**config.mk**
```make
export PLATFORM = sky130hd
export DESIGN_NAME = lspc_top
export DESIGN_NICKNAME = d
export VERILOG_FILES = /design/src/lspc_pkg.sv /design/src/lspc_load_if.sv /design/src/lspc_load_meas.sv /design/src/lspc_top.sv
export VERILOG_INCLUDE_DIRS = /design/src
export SDC_FILE = /design/constraint.sdc
export NUM_CORES = 1
export LEC_CHECK = 0
export BUFFER_PORTS_ARGS = -buffer_cell sky130_fd_sc_hd__buf_4
export CORE_MARGIN = 2
export CORE_UTILIZATION = 51
export CTS_BUF_LIST = sky130_fd_sc_hd__clkbuf_8
export DETAILED_ROUTE_END_ITERATION = 16
export PLACE_DENSITY = 0.76
export SETUP_SLACK_MARGIN = 0.15
export SYNTH_ARGS = -nofsm -noshare
export SYNTH_HDL_FRONTEND = slang
export SYNTH_SLANG_ARGS = --single-unit
export TNS_END_PERCENT = 20
```
**constraint.sdc**
```tcl
create_clock -name CLK -period 4.2 [get_ports CLK]
set_input_delay 0.42 -clock CLK [delete_from_list [all_inputs] [get_ports CLK]]
set_output_delay 0.42 -clock CLK [all_outputs]
set_load 0.03 [all_outputs]
```
**src/lspc_regs.svh**
```systemverilog
// Register offsets, field positions and reset values of the load status block
`ifndef LSPC_REGS_SVH
`define LSPC_REGS_SVH

// Byte offsets on the register bus
`define LSPC_OFS_STATUS 8'h6C
`define LSPC_OFS_PWM_CONF 8'h70
`define LSPC_OFS_CTRL 8'h74
`define LSPC_OFS_LIMITS 8'h78
`define LSPC_OFS_IRQ_STAT 8'h7C
`define LSPC_OFS_IRQ_MASK 8'h80

// Status word field positions
`define LSPC_STAT_SUPPLY_SHORT_A_BIT 12
`define LSPC_STAT_STALL_BIT 24
`define LSPC_STAT_RESULT_MSB 9

// Control word: off-time setting in bits 3:0
`define LSPC_CTRL_OFF_TIME_MSB 3
`define LSPC_CTRL_RESET 32'h00000003

// Limits word: lower limit 9:0, upper limit 25:16
`define LSPC_LIM_LOWER_LSB 0
`define LSPC_LIM_UPPER_LSB 16
`define LSPC_LIMITS_RESET 32'h01000040
`define LSPC_LIMITS_MASK 32'h03FF03FF

// Voltage-PWM configuration reset value, all fields together
`define LSPC_PWM_CONF_RESET 32'hC40C001D

// Interrupt bits
`define LSPC_IRQ_SHORT_BIT 0
`define LSPC_IRQ_STALL_BIT 1
`define LSPC_IRQ_MASK_RESET 2'h0

`endif

```
**src/lspc_pkg.sv**
```systemverilog
// Types shared by the load status block
package lspc_pkg;

  // Standstill option codes in ascending order 00..11
  typedef enum logic [1:0] {
    LSPC_HOLD_NORMAL,
    LSPC_HOLD_ZERO_HOLD_STANDSTILL_OPTION,
    LSPC_HOLD_SHORT_LS,
    LSPC_HOLD_SHORT_HS
  } lspc_hold_mode_t;

  // Voltage-PWM configuration layout, msb first
  typedef struct packed {
    logic [3:0] switchback_amplitude_cap;
    logic [3:0] regulation_gradient;
    logic standstill_regulation_off;
    logic slow_decay_current_measure_en;
    lspc_hold_mode_t zero_hold_standstill_option;
    logic auto_gradient_en;
    logic auto_scale_en;
    logic [1:0] chopper_frequency_select;
    logic [7:0] velocity_amplitude_gradient;
    logic [7:0] amplitude_offset;
  } lspc_pwm_conf_t;

endpackage : lspc_pkg

```
**src/lspc_load_if.sv**
```systemverilog
// Signals between the register side and the load measurement unit
`timescale 1ns/100ps
interface lspc_load_if;
  logic [9:0] cyc_result;
  logic [9:0] pwm_result;
  logic [9:0] ontime_a;
  logic [9:0] lower_lim;
  logic [9:0] upper_lim;
  logic pwm_mode;
  logic standstill;
  logic [9:0] result;
  logic stall;
  logic below_min;
  logic above_max;

  modport meas (
    input cyc_result, pwm_result, ontime_a, lower_lim, upper_lim, pwm_mode, standstill,
    output result, stall, below_min, above_max
  );
  modport ctrl (
    output cyc_result, pwm_result, ontime_a, lower_lim, upper_lim, pwm_mode, standstill,
    input result, stall, below_min, above_max
  );
endinterface : lspc_load_if

```
**src/lspc_load_meas.sv**
```systemverilog
// Load result selection, stall detection and limit compare
`timescale 1ns/100ps
module lspc_load_meas (
  input wire logic clk,
  input wire logic nrst,
  lspc_load_if.meas lif
);

  logic [9:0] result_reg;
  logic [9:0] result_next;
  logic stall_reg;
  logic stall_next;
  logic below_reg;
  logic below_next;
  logic above_reg;
  logic above_next;
  logic meas_ok;
  // Low until one edge after reset, so checks skip the release edge
  logic meas_live_reg;

  // A real load figure exists unless the cycle chopper is at standstill
  assign meas_ok = lif.pwm_mode || !lif.standstill;

  // Select the method matching the active chopper, then compare
  always_comb
  begin
    if (lif.pwm_mode)
      result_next = lif.pwm_result;
    else if (lif.standstill)
      result_next = lif.ontime_a;
    else
      result_next = lif.cyc_result;
    // On-time is not a load figure, so it never flags a stall
    stall_next = meas_ok && (result_next == 10'h000);
    // Current adaption compare is meaningless in voltage-PWM mode
    below_next = !lif.pwm_mode && !lif.standstill && (result_next < lif.lower_lim);
    above_next = !lif.pwm_mode && !lif.standstill && (result_next >= lif.upper_lim);
  end

  // State registers
  always_ff @(posedge clk or negedge nrst)
  begin
    if (!nrst)
    begin
      result_reg <= 10'h000;
      stall_reg <= 1'b0;
      below_reg <= 1'b0;
      above_reg <= 1'b0;
      meas_live_reg <= 1'b0;
    end
    else
    begin
      result_reg <= result_next;
      stall_reg <= stall_next;
      below_reg <= below_next;
      above_reg <= above_next;
      meas_live_reg <= 1'b1;
    end
  end

  assign lif.result = result_reg;
  assign lif.stall = stall_reg;
  assign lif.below_min = below_reg;
  assign lif.above_max = above_reg;
endmodule : lspc_load_meas

```
**src/lspc_top.sv**
```systemverilog
// APB register bank: supply short flag, load status and voltage-PWM config
`timescale 1ns/100ps
`include "lspc_regs.svh"

// Notes on behaviour
// Phase A supply short sets status bit 12 and turns the bridge off.
// Short flag holds until off-time is zero or enable pin deasserted.
// Status bits 9:0 carry the load result of the active chopper method.
// Higher result means lower load; zero is highest load in cycle mode.
// A zero load result raises the stall indication.
// Result compared with upper and lower limits, not in voltage-PWM mode; code also skips the compare at standstill in cycle mode.
// At standstill in cycle mode the result shows coil A on-time.
// Voltage-PWM config is read/write, resets per field, reads back writes.
// Config bits 31:28 cap amplitude bits 7:4 on switch back to PWM mode.
// With zero hold current, option picks normal, zero_hold_standstill_option, LS short, HS short.
module lspc_top (
  input wire logic CLK,
  input wire logic NRST,
  input wire logic PSEL,
  input wire logic PENABLE,
  input wire logic PWRITE,
  input wire logic [7:0] PADDR,
  input wire logic [31:0] PWDATA,
  output logic [31:0] PRDATA,
  output logic PREADY,
  output logic PSLVERR,
  input wire logic SUPPLY_SHORT_A_DET,
  input wire logic ACTIVE_LOW_DRIVER_ENABLE_PIN_N,
  input wire logic [9:0] LOAD_CYCLE_RESULT,
  input wire logic [9:0] LOAD_PWM_RESULT,
  input wire logic PWM_MODE_ACTIVE,
  input wire logic MOTOR_STANDSTILL,
  input wire logic [9:0] COIL_A_ON_TIME,
  input wire logic HOLD_CURRENT_ZERO,
  input wire logic [7:0] AUTO_AMPLITUDE,
  input wire logic SWITCHBACK_TO_PWM,
  output logic BRIDGE_ENABLE,
  output logic STALL,
  output logic LOAD_BELOW_MIN,
  output logic LOAD_ABOVE_MAX,
  output logic [31:0] PWM_CONFIG,
  output logic [7:0] AMPLITUDE_CAPPED,
  output logic HOLD_ZERO_HOLD_STANDSTILL_OPTION,
  output logic HOLD_SHORT_LS,
  output logic HOLD_SHORT_HS,
  output logic IRQ
);

  // Address match, used by read mux and write strobes
  function automatic logic reg_hit(input logic [7:0] addr, input logic [7:0] ofs);
    reg_hit = (addr == ofs);
  endfunction : reg_hit

  lspc_load_if lif ();

  // Bus slave state
  logic pready_reg;
  logic pready_next;
  logic pslverr_reg;
  logic pslverr_next;
  logic [31:0] prdata_reg;
  logic [31:0] prdata_next;
  logic access;
  logic done;
  logic wr;
  logic rd;
  logic mapped;
  logic [31:0] read_mux;

  // Register contents
  lspc_pkg::lspc_pwm_conf_t pwm_conf_reg;
  lspc_pkg::lspc_pwm_conf_t pwm_conf_next;
  logic [31:0] ctrl_reg;
  logic [31:0] ctrl_next;
  logic [31:0] limits_reg;
  logic [31:0] limits_next;
  logic [1:0] irq_stat_reg;
  logic [1:0] irq_stat_next;
  logic [1:0] irq_mask_reg;
  logic [1:0] irq_mask_next;
  logic irq_reg;
  logic irq_next;

  // Protection state
  logic short_meta_reg;
  logic short_sync_reg;
  logic drv_en_n_meta_reg;
  logic drv_en_n_sync_reg;
  logic short_flag_reg;
  logic short_flag_next;
  logic bridge_reg;
  logic bridge_next;
  logic driver_off;
  logic stall_prev_reg;

  // Derived outputs
  logic [7:0] amp_reg;
  logic [7:0] amp_next;
  logic [2:0] hold_reg;
  logic [2:0] hold_next;

  // Decode of the current APB phase
  assign access = PSEL && PENABLE;
  assign done = access && pready_reg;
  assign wr = done && PWRITE;
  assign rd = done && !PWRITE;
  assign mapped = reg_hit(PADDR, `LSPC_OFS_STATUS) || reg_hit(PADDR, `LSPC_OFS_PWM_CONF)
    || reg_hit(PADDR, `LSPC_OFS_CTRL) || reg_hit(PADDR, `LSPC_OFS_LIMITS)
    || reg_hit(PADDR, `LSPC_OFS_IRQ_STAT) || reg_hit(PADDR, `LSPC_OFS_IRQ_MASK);

  // Read data selection; unmapped reads return zero
  always_comb
  begin
    read_mux = 32'h00000000;
    if (reg_hit(PADDR, `LSPC_OFS_STATUS))
    begin
      read_mux[`LSPC_STAT_RESULT_MSB:0] = lif.result;
      read_mux[`LSPC_STAT_SUPPLY_SHORT_A_BIT] = short_flag_reg;
      read_mux[`LSPC_STAT_STALL_BIT] = lif.stall;
    end
    else if (reg_hit(PADDR, `LSPC_OFS_PWM_CONF))
      read_mux = pwm_conf_reg;
    else if (reg_hit(PADDR, `LSPC_OFS_CTRL))
      read_mux = ctrl_reg;
    else if (reg_hit(PADDR, `LSPC_OFS_LIMITS))
      read_mux = limits_reg;
    else if (reg_hit(PADDR, `LSPC_OFS_IRQ_STAT))
      read_mux[1:0] = irq_stat_reg;
    else if (reg_hit(PADDR, `LSPC_OFS_IRQ_MASK))
      read_mux[1:0] = irq_mask_reg;
  end

  // One wait state so read data comes straight from a flip-flop
  always_comb
  begin
    pready_next = access && !pready_reg;
    pslverr_next = access && !pready_reg && !mapped;
    prdata_next = (access && !pready_reg) ? read_mux : prdata_reg;
  end

  // Bus slave registers
  always_ff @(posedge CLK or negedge NRST)
  begin
    if (!NRST)
    begin
      pready_reg <= 1'b0;
      pslverr_reg <= 1'b0;
      prdata_reg <= 32'h00000000;
    end
    else
    begin
      pready_reg <= pready_next;
      pslverr_reg <= pslverr_next;
      prdata_reg <= prdata_next;
    end
  end

  // Software writes; status register is read-only and ignores writes
  always_comb
  begin
    pwm_conf_next = pwm_conf_reg;
    ctrl_next = ctrl_reg;
    limits_next = limits_reg;
    irq_mask_next = irq_mask_reg;
    if (wr && reg_hit(PADDR, `LSPC_OFS_PWM_CONF))
      pwm_conf_next = PWDATA;
    if (wr && reg_hit(PADDR, `LSPC_OFS_CTRL))
      ctrl_next = {28'h0000000, PWDATA[`LSPC_CTRL_OFF_TIME_MSB:0]};
    if (wr && reg_hit(PADDR, `LSPC_OFS_LIMITS))
      limits_next = PWDATA & `LSPC_LIMITS_MASK;
    if (wr && reg_hit(PADDR, `LSPC_OFS_IRQ_MASK))
      irq_mask_next = PWDATA[1:0];
  end

  // Configuration registers
  always_ff @(posedge CLK or negedge NRST)
  begin
    if (!NRST)
    begin
      pwm_conf_reg <= `LSPC_PWM_CONF_RESET;
      ctrl_reg <= `LSPC_CTRL_RESET;
      limits_reg <= `LSPC_LIMITS_RESET;
      irq_mask_reg <= `LSPC_IRQ_MASK_RESET;
    end
    else
    begin
      pwm_conf_reg <= pwm_conf_next;
      ctrl_reg <= ctrl_next;
      limits_reg <= limits_next;
      irq_mask_reg <= irq_mask_next;
    end
  end

  // Pin synchronisers; first stage feeds only the second
  always_ff @(posedge CLK or negedge NRST)
  begin
    if (!NRST)
    begin
      short_meta_reg <= 1'b0;
      short_sync_reg <= 1'b0;
      drv_en_n_meta_reg <= 1'b1;
      drv_en_n_sync_reg <= 1'b1;
    end
    else
    begin
      short_meta_reg <= SUPPLY_SHORT_A_DET;
      short_sync_reg <= short_meta_reg;
      drv_en_n_meta_reg <= ACTIVE_LOW_DRIVER_ENABLE_PIN_N;
      drv_en_n_sync_reg <= drv_en_n_meta_reg;
    end
  end

  // Driver counts as disabled by zero off-time or the enable pin
  assign driver_off = (ctrl_reg[`LSPC_CTRL_OFF_TIME_MSB:0] == 4'h0) || drv_en_n_sync_reg;

  // Short latches; a new detection wins over the disable clear
  always_comb
  begin
    short_flag_next = short_sync_reg || (short_flag_reg && !driver_off);
    bridge_next = !short_flag_next && !driver_off;
  end

  // Interrupt status: set wins over read clear
  always_comb
  begin
    irq_stat_next = irq_stat_reg;
    if (rd && reg_hit(PADDR, `LSPC_OFS_IRQ_STAT))
      irq_stat_next = 2'h0;
    if (short_sync_reg && !short_flag_reg)
      irq_stat_next[`LSPC_IRQ_SHORT_BIT] = 1'b1;
    if (lif.stall && !stall_prev_reg)
      irq_stat_next[`LSPC_IRQ_STALL_BIT] = 1'b1;
    irq_next = |(irq_stat_next & irq_mask_next);
  end

  // Protection and interrupt registers
  always_ff @(posedge CLK or negedge NRST)
  begin
    if (!NRST)
    begin
      short_flag_reg <= 1'b0;
      bridge_reg <= 1'b0;
      stall_prev_reg <= 1'b0;
      irq_stat_reg <= 2'h0;
      irq_reg <= 1'b0;
    end
    else
    begin
      short_flag_reg <= short_flag_next;
      bridge_reg <= bridge_next;
      stall_prev_reg <= lif.stall;
      irq_stat_reg <= irq_stat_next;
      irq_reg <= irq_next;
    end
  end

  // Amplitude cap on switch back; low nibble passes through
  always_comb
  begin
    amp_next = AUTO_AMPLITUDE;
    if (SWITCHBACK_TO_PWM && (AUTO_AMPLITUDE[7:4] > pwm_conf_reg.switchback_amplitude_cap))
      amp_next = {pwm_conf_reg.switchback_amplitude_cap, AUTO_AMPLITUDE[3:0]};
  end

  // Standstill option decode, only when hold current is zero
  always_comb
  begin
    hold_next = 3'h0;
    if (HOLD_CURRENT_ZERO)
    begin
      case (pwm_conf_reg.zero_hold_standstill_option)
        lspc_pkg::LSPC_HOLD_NORMAL: hold_next = 3'h0;
        lspc_pkg::LSPC_HOLD_ZERO_HOLD_STANDSTILL_OPTION: hold_next = 3'h1;
        lspc_pkg::LSPC_HOLD_SHORT_LS: hold_next = 3'h2;
        lspc_pkg::LSPC_HOLD_SHORT_HS: hold_next = 3'h4;
        default: hold_next = 3'h0;
      endcase
    end
  end

  // Drive output registers
  always_ff @(posedge CLK or negedge NRST)
  begin
    if (!NRST)
    begin
      amp_reg <= 8'h00;
      hold_reg <= 3'h0;
    end
    else
    begin
      amp_reg <= amp_next;
      hold_reg <= hold_next;
    end
  end

  // Load measurement inputs come from the same clock domain
  assign lif.cyc_result = LOAD_CYCLE_RESULT;
  assign lif.pwm_result = LOAD_PWM_RESULT;
  assign lif.ontime_a = COIL_A_ON_TIME;
  assign lif.pwm_mode = PWM_MODE_ACTIVE;
  assign lif.standstill = MOTOR_STANDSTILL;
  assign lif.lower_lim = limits_reg[`LSPC_LIM_LOWER_LSB +: 10];
  assign lif.upper_lim = limits_reg[`LSPC_LIM_UPPER_LSB +: 10];

  lspc_load_meas u_meas (
    .clk(CLK),
    .nrst(NRST),
    .lif(lif)
  );

  // Output ports
  assign PRDATA = prdata_reg;
  assign PREADY = pready_reg;
  assign PSLVERR = pslverr_reg;
  assign BRIDGE_ENABLE = bridge_reg;
  assign STALL = lif.stall;
  assign LOAD_BELOW_MIN = lif.below_min;
  assign LOAD_ABOVE_MAX = lif.above_max;
  assign PWM_CONFIG = pwm_conf_reg;
  assign AMPLITUDE_CAPPED = amp_reg;
  assign HOLD_ZERO_HOLD_STANDSTILL_OPTION = hold_reg[0];
  assign HOLD_SHORT_LS = hold_reg[1];
  assign HOLD_SHORT_HS = hold_reg[2];
  assign IRQ = irq_reg;
endmodule : lspc_top

```
; ---- Word level (Yosys, flattened, before mapping)
; Cells that the tools add are included.
[word_totals]
wordCells = 106
regBits = 126
out_inout_bits = 82
[op_classes]
n_mux = 21
order_cmp = 3
bitwise_logic = 1
n_eq_ne = 9
n_reduce_logical = 41
[ops]
columns = op, count
row1 = "equality test 8 x 7 -> 1 bit, second input constant", 5
row2 = 2-to-1 mux 32 bit, 1
row3 = 2-to-1 mux 10 bit, 3
row4 = 2-to-1 mux 26 bit, 1
row5 = 2-to-1 mux 24 bit, 1
row6 = logical AND 1 bit, 20
row7 = 2-to-1 mux 2 bit, 6
row8 = case mux 3 bit (4 select lines), 1
row9 = 2-to-1 mux 11 bit, 1
row10 = >= comparator 10 bit, 1
row11 = zero test 10 bit, 1
row12 = less-than comparator 10 bit, 1
row13 = zero test 1 bit, 9
row14 = "equality test 8 bit, second input constant", 1
row15 = logical OR 1 bit, 8
row16 = 2-to-1 mux 8 bit, 1
row17 = 2-to-1 mux 7 bit, 1
row18 = "equality test 2 bit, second input constant", 2
row19 = > comparator 4 bit, 1
row20 = zero test 4 bit, 1
row21 = 2-to-1 mux 1 bit, 4
row22 = 2-to-1 mux 3 bit, 1
row23 = bitwise AND 2 bit, 1
row24 = "equality test 2 x 1 -> 1 bit, second input constant", 1
row25 = other kinds (2), 2

; ---- Longest topological paths before layout
[depth]
depth_word = 8
depth_mapped = 10
depth_no_buf = 8

; ---- Modules after synthesis
; A second synthesis with hierarchy kept.
[unflattened]
hier_cells = 458
area_unflattened_um2 = 5721.7
[modules_own_cells]
columns = mod, n_inst, cells_per_inst, area_per_inst_um2, seq_area_each_um2
row1 = lspc_top, 1, 340, 4620.7, 2846.5
row2 = lspc_load_meas, 1, 118, 1101.1, 325.3

; ---- Worst setup path after synthesis
; OpenSTA, ideal clock, no wires.
[synth_path]
path_type = input port to flip-flop
from = in MOTOR_STANDSTILL
to = reg u_meas.above_reg (netlist: u_meas.lif.above_max)
stages = 8
path_slack_ns = 1.808
path_buffers = 2
arrival_ns = 2.267
setup_time_ns = 0.125
cell_sequence = clkbuf_1 buf_2 mux2i_1 o21ai_0 ha_1 nand4_1 o311a_1 a2111oi_0
[synth_via]
elab_chain_cells = 4
[synth_rtl]
columns = item, line_no
row1 = start: declaration, lspc_top.sv:32  ; input wire logic MOTOR_STANDSTILL,
row2 = 2-to-1 mux 10 bit, lspc_load_meas.sv:29  ; else if (lif.standstill)
row3 = 2-to-1 mux 10 bit, lspc_load_meas.sv:27  ; if (lif.pwm_mode)
row4 = via u_meas.result_next[5], lspc_load_meas.sv:10  ; logic [9:0] result_next;
row5 = >= comparator 10 bit, lspc_load_meas.sv:37  ; above_next = !lif.pwm_mode && !lif.standstill && (result_next >= lif.upper_lim);
row6 = logical AND 1 bit, lspc_load_meas.sv:37
row7 = via u_meas.above_next, lspc_load_meas.sv:16  ; logic above_next;
row8 = end signal: assignment, lspc_load_meas.sv:56  ; above_reg <= above_next;
row9 = end: declaration, lspc_load_meas.sv:15  ; logic above_reg;
; The timed path passes the listed nets, and every way through them passes these cells.
; A chain may end at the register's enable or synchronous reset.

; ---- Final worst setup path
[layout_path]
from = in MOTOR_STANDSTILL
to = reg u_meas.below_reg (netlist: u_meas.lif.below_min)
[layout_via]
elab_chain_cells = 4
[layout_rtl]
columns = item, line_no
row1 = 2-to-1 mux 10 bit, lspc_load_meas.sv:29
row2 = 2-to-1 mux 10 bit, lspc_load_meas.sv:27
row3 = via u_meas.result_next[3], lspc_load_meas.sv:10
row4 = less-than comparator 10 bit, lspc_load_meas.sv:36  ; below_next = !lif.pwm_mode && !lif.standstill && (result_next < lif.lower_lim);
row5 = logical AND 1 bit, lspc_load_meas.sv:36
row6 = via u_meas.below_next, lspc_load_meas.sv:14  ; logic below_next;
row7 = end signal: assignment, lspc_load_meas.sv:55  ; below_reg <= below_next;
row8 = end: declaration, lspc_load_meas.sv:13  ; logic below_reg;
; The timed path passes the listed nets, and every way through them passes these cells.

==> impl_metrics.csv <==
group,metric,value,unit
outcome,status,"completed",
setup_path,crit_chain,"buf_4 -> mux2i_1 -> o21ai_0 -> ha_1 -> a21oi_1 -> nor2_1 -> a2111oi_0 -> o211a_1",
logic_synthesis,syn_area,5690,µm²
placement,portBuffers,170,
sta,maxSlewViolCount,0,
cts,clk_path_buf_depth,2,
cts,clock-root-buffer,"clkbuf_8",
setup_path,worstSetupStartpointType,"input port",
layout,nets,792,
routing,avgViaCountPerCell,5.38,
sta,min_period_over_period,0.542,
cts,cts_buffers,17,
setup_path,critPathKind,"input port to flop",
cts,cts_setup_buffers,0,
global_routing,grt_pass1_wl,22700,µm
placement,dpl_cell_area,7080,µm²
cts,clock_sinks,126,
logic_synthesis,synth-main-ff-cell,"dfrtp_1",
placement,dp_hpwl,10300,µm
layout,fillerInstances,818,
pwr,p_total,2440,µW
global_routing,grt_start_max_net_pins,65,
routing,vias,4479,
routing,drc,0,
cts,insertion_delay,0.43,ns
pwr,p_clk_frac,0.390,
routing,avgRoutedWirePerCell,17.1,µm
floorplanning,die_x,110,µm
floorplanning,core_area,10800,µm²
pwr,p_switching,600,µW
layout,instances_no_fill,833,
floorplanning,die-area,12000,µm²
cts,cts_tree,"done",
setup_path,critPathTopFamily,"compound AO/OA/AOI/OAI gates",
pwr,seqPwrFrac,0.511,
layout,syn2layout_area_growth,30.8,%
pwr,power.density,328,nW/µm²
logic_synthesis,synth_warnings,0,
placement,place_congestion,0.848,
layout,layout_commonest_cell,"buf_4",
floorplanning,start_util,0.524,
routing,ant_nets,0,
setup_path,reg2reg_from,"PREADY",
sta,fin_skew,0.0132,ns
setup_path,max_stage_delay,0.58,ns
setup_path,endpoint_kind,"flop",
logic_synthesis,syn_inst,507,
setup_path,rr_endpoint,"limits_reg[2]",
logic_synthesis,synthArstFlopShare,1.00,
pwr,peakVddDrop,227,µV
sta,slew_headroom,0.350,
setup_path,worstPathArrival,2.64,ns
sta,fmaxAchievable,439,MHz
hold_path,worstHoldPathType,"input port to asynchronous set/reset pin",
routing,dr.pass1.iters,5,
sta,worst_pin_slew,0.970,ns
cts,cts_resized,0,
floorplanning,fp-row-count,38,
setup_path,crit_buf_inv,1,
sta,setup_viol,0,
pwr,leakage,0.00388,µW
sta,hold_violations,0,
floorplanning,pin_count,171,
logic_synthesis,ys_ff_latch,126,
logic_synthesis,synth_top_area_cell,"dfrtp_1",
global_routing,antenna_found_initial,0,
logic_synthesis,ys_seq_area_frac,0.558,
cts,clkTransAtPathRegs,0.07,ns
pwr,sw_frac_of_total,0.246,
pwr,power.internal,1840,µW
layout,final_cell_area,7440,µm²
setup_path,r2r_setup_slack,1.95,ns
cts,hold_buffers,0,
sta,period_minus_slack,2.28,ns
logic_synthesis,synth_top_area_share,0.489,
layout,drive_gt1_frac,0.380,
pwr,power_frac_comb,0.099,
global_routing,grt_overflow_total,0,
logic_synthesis,synthDistinctLibCells,48,
layout,final_cell_mix,"buf_4 (176), dfrtp_1 (111), nand2_1 (70), o21ai_0 (46), inv_1 (42)",
logic_synthesis,syn_nets,619,
setup_path,cp_data_required_time,4.56,ns
sta,rsz0062_at_grt,"false",
floorplanning,die_h,110,µm
placement,dp_cells,801,
global_routing,grt_pass1_vias,4576,
setup_path,r2r_cells,5,
layout,post-route-util,0.686,
logic_synthesis,synth_edf_count,0,
routing,drt-total-wl,14200,µm
cts,htree_levels,4,
global_routing,grt_usage,0.251,
run,cap_violations,0,
setup_path,crit_fanout,13,
logic_synthesis,avgSynthCellArea,11.2,µm²
layout,diodes,0,
routing,drt_iter0_drc,271,
setup_path,cp_slowest_cell,"o21ai_0",
logic_synthesis,synth_area_leaders,"dfrtp_1 (49%), mux2_2 (7.3%), dfstp_2 (6.9%)",
sta,setup-tns-final,0,ns
==> synthesized netlist by cell type (3+ instances only) <==
library cell	count
ha_1	23
dfstp_2	15
a22o_1	11
mux2i_1	20
nor4b_1	3
buf_2	6
nand2b_1	3
nand2_1	70
mux2_2	37
a21oi_1	18
clkbuf_1	12
o21a_1	3
nor2_1	20
nor2b_1	6
nor4_1	4
a2111oi_0	4
o21ai_0	46
buf_6	3
a22oi_1	10
inv_1	37
nor3_1	5
dfrtp_1	111
nand4_1	6
==> power by group through the flow <==
stage                     sequential (µW)  clock [µW]  combinational, µW
after floorplan                      1290           0               81.3
after global placement               1270           0                233
after detailed placement             1270           0                240
after CTS                            1250         971                242
after global routing                 1250        1030                264
final                                1250         952                241
==> kinds of logic after synthesis <==
| kind of cell | after synthesis | synth area share |
|---|---|---|
| AOI/OAI and AO/OA | 110 | 0.122 |
| adders and majority gates | 23 | 0.0506 |
| buffers and inverters | 59 | 0.0449 |
| DFF | 126 | 0.558 |
| muxes | 59 | 0.112 |
| and+or+nand+nor | 130 | 0.112 |
==> worst reg2reg max path, cell delays in order, from the launching register on <==
cell and delay, ns:
dfrtp_1 0.37, nand4_1 0.33, nor3_2 0.91, buf_4 0.37
nand2_1 0.09, o21ai_0 0.10
==> area by class of cell <==
cell class / count / area, µm² / area share
flip-flops and latches: 126 / 3170 / 0.427
multi-input cells: 322 / 2270 / 0.305
repair buffers: 176 / 1320 / 0.178
clock buffers: 20 / 275 / 0.0370
well taps: 140 / 175 / 0.0236
inverters: 37 / 139 / 0.0187
clock inverters: 12 / 83.8 / 0.0113
==> per-stage QoR <==
stage | hold WS, ns | worst slack, ns
after floorplan | 0.124 | 1.81
after global placement | 0.344 | 1.60
after detailed placement | 0.338 | 1.51
after CTS | 0.0611 | 1.91
after global routing | 0.0492 | 1.78
final | 0.0559 | 1.92
==> metal layers <==
layer / GRT usage / wire length, µm / up-vias
met5: 0 / 0 / -
met4: 0.0922 / 222 / 0
met3: 0.0699 / 1070 / 17
met2: 0.415 / 7040 / 171
met1: 0.315 / 5910 / 2172
li1: - / - / 2119
==> worst max-delay path by stage <==
| stage | from | to | slack, ns | depth (start not counted) |
|---|---|---|---|---|
| final | MOTOR_STANDSTILL | u_meas.lif.below_min | 1.92 | 8 |
| after global routing | PREADY | limits_reg[2] | 1.78 | 5 |
| after CTS | PREADY | limits_reg[2] | 1.91 | 5 |
| after detailed placement | MOTOR_STANDSTILL | u_meas.lif.below_min | 1.51 | 8 |
| after global placement | MOTOR_STANDSTILL | u_meas.lif.below_min | 1.60 | 8 |
| after floorplan | MOTOR_STANDSTILL | u_meas.lif.above_max | 1.81 | 8 |
Note: power is estimated with default switching activity, not from simulation.
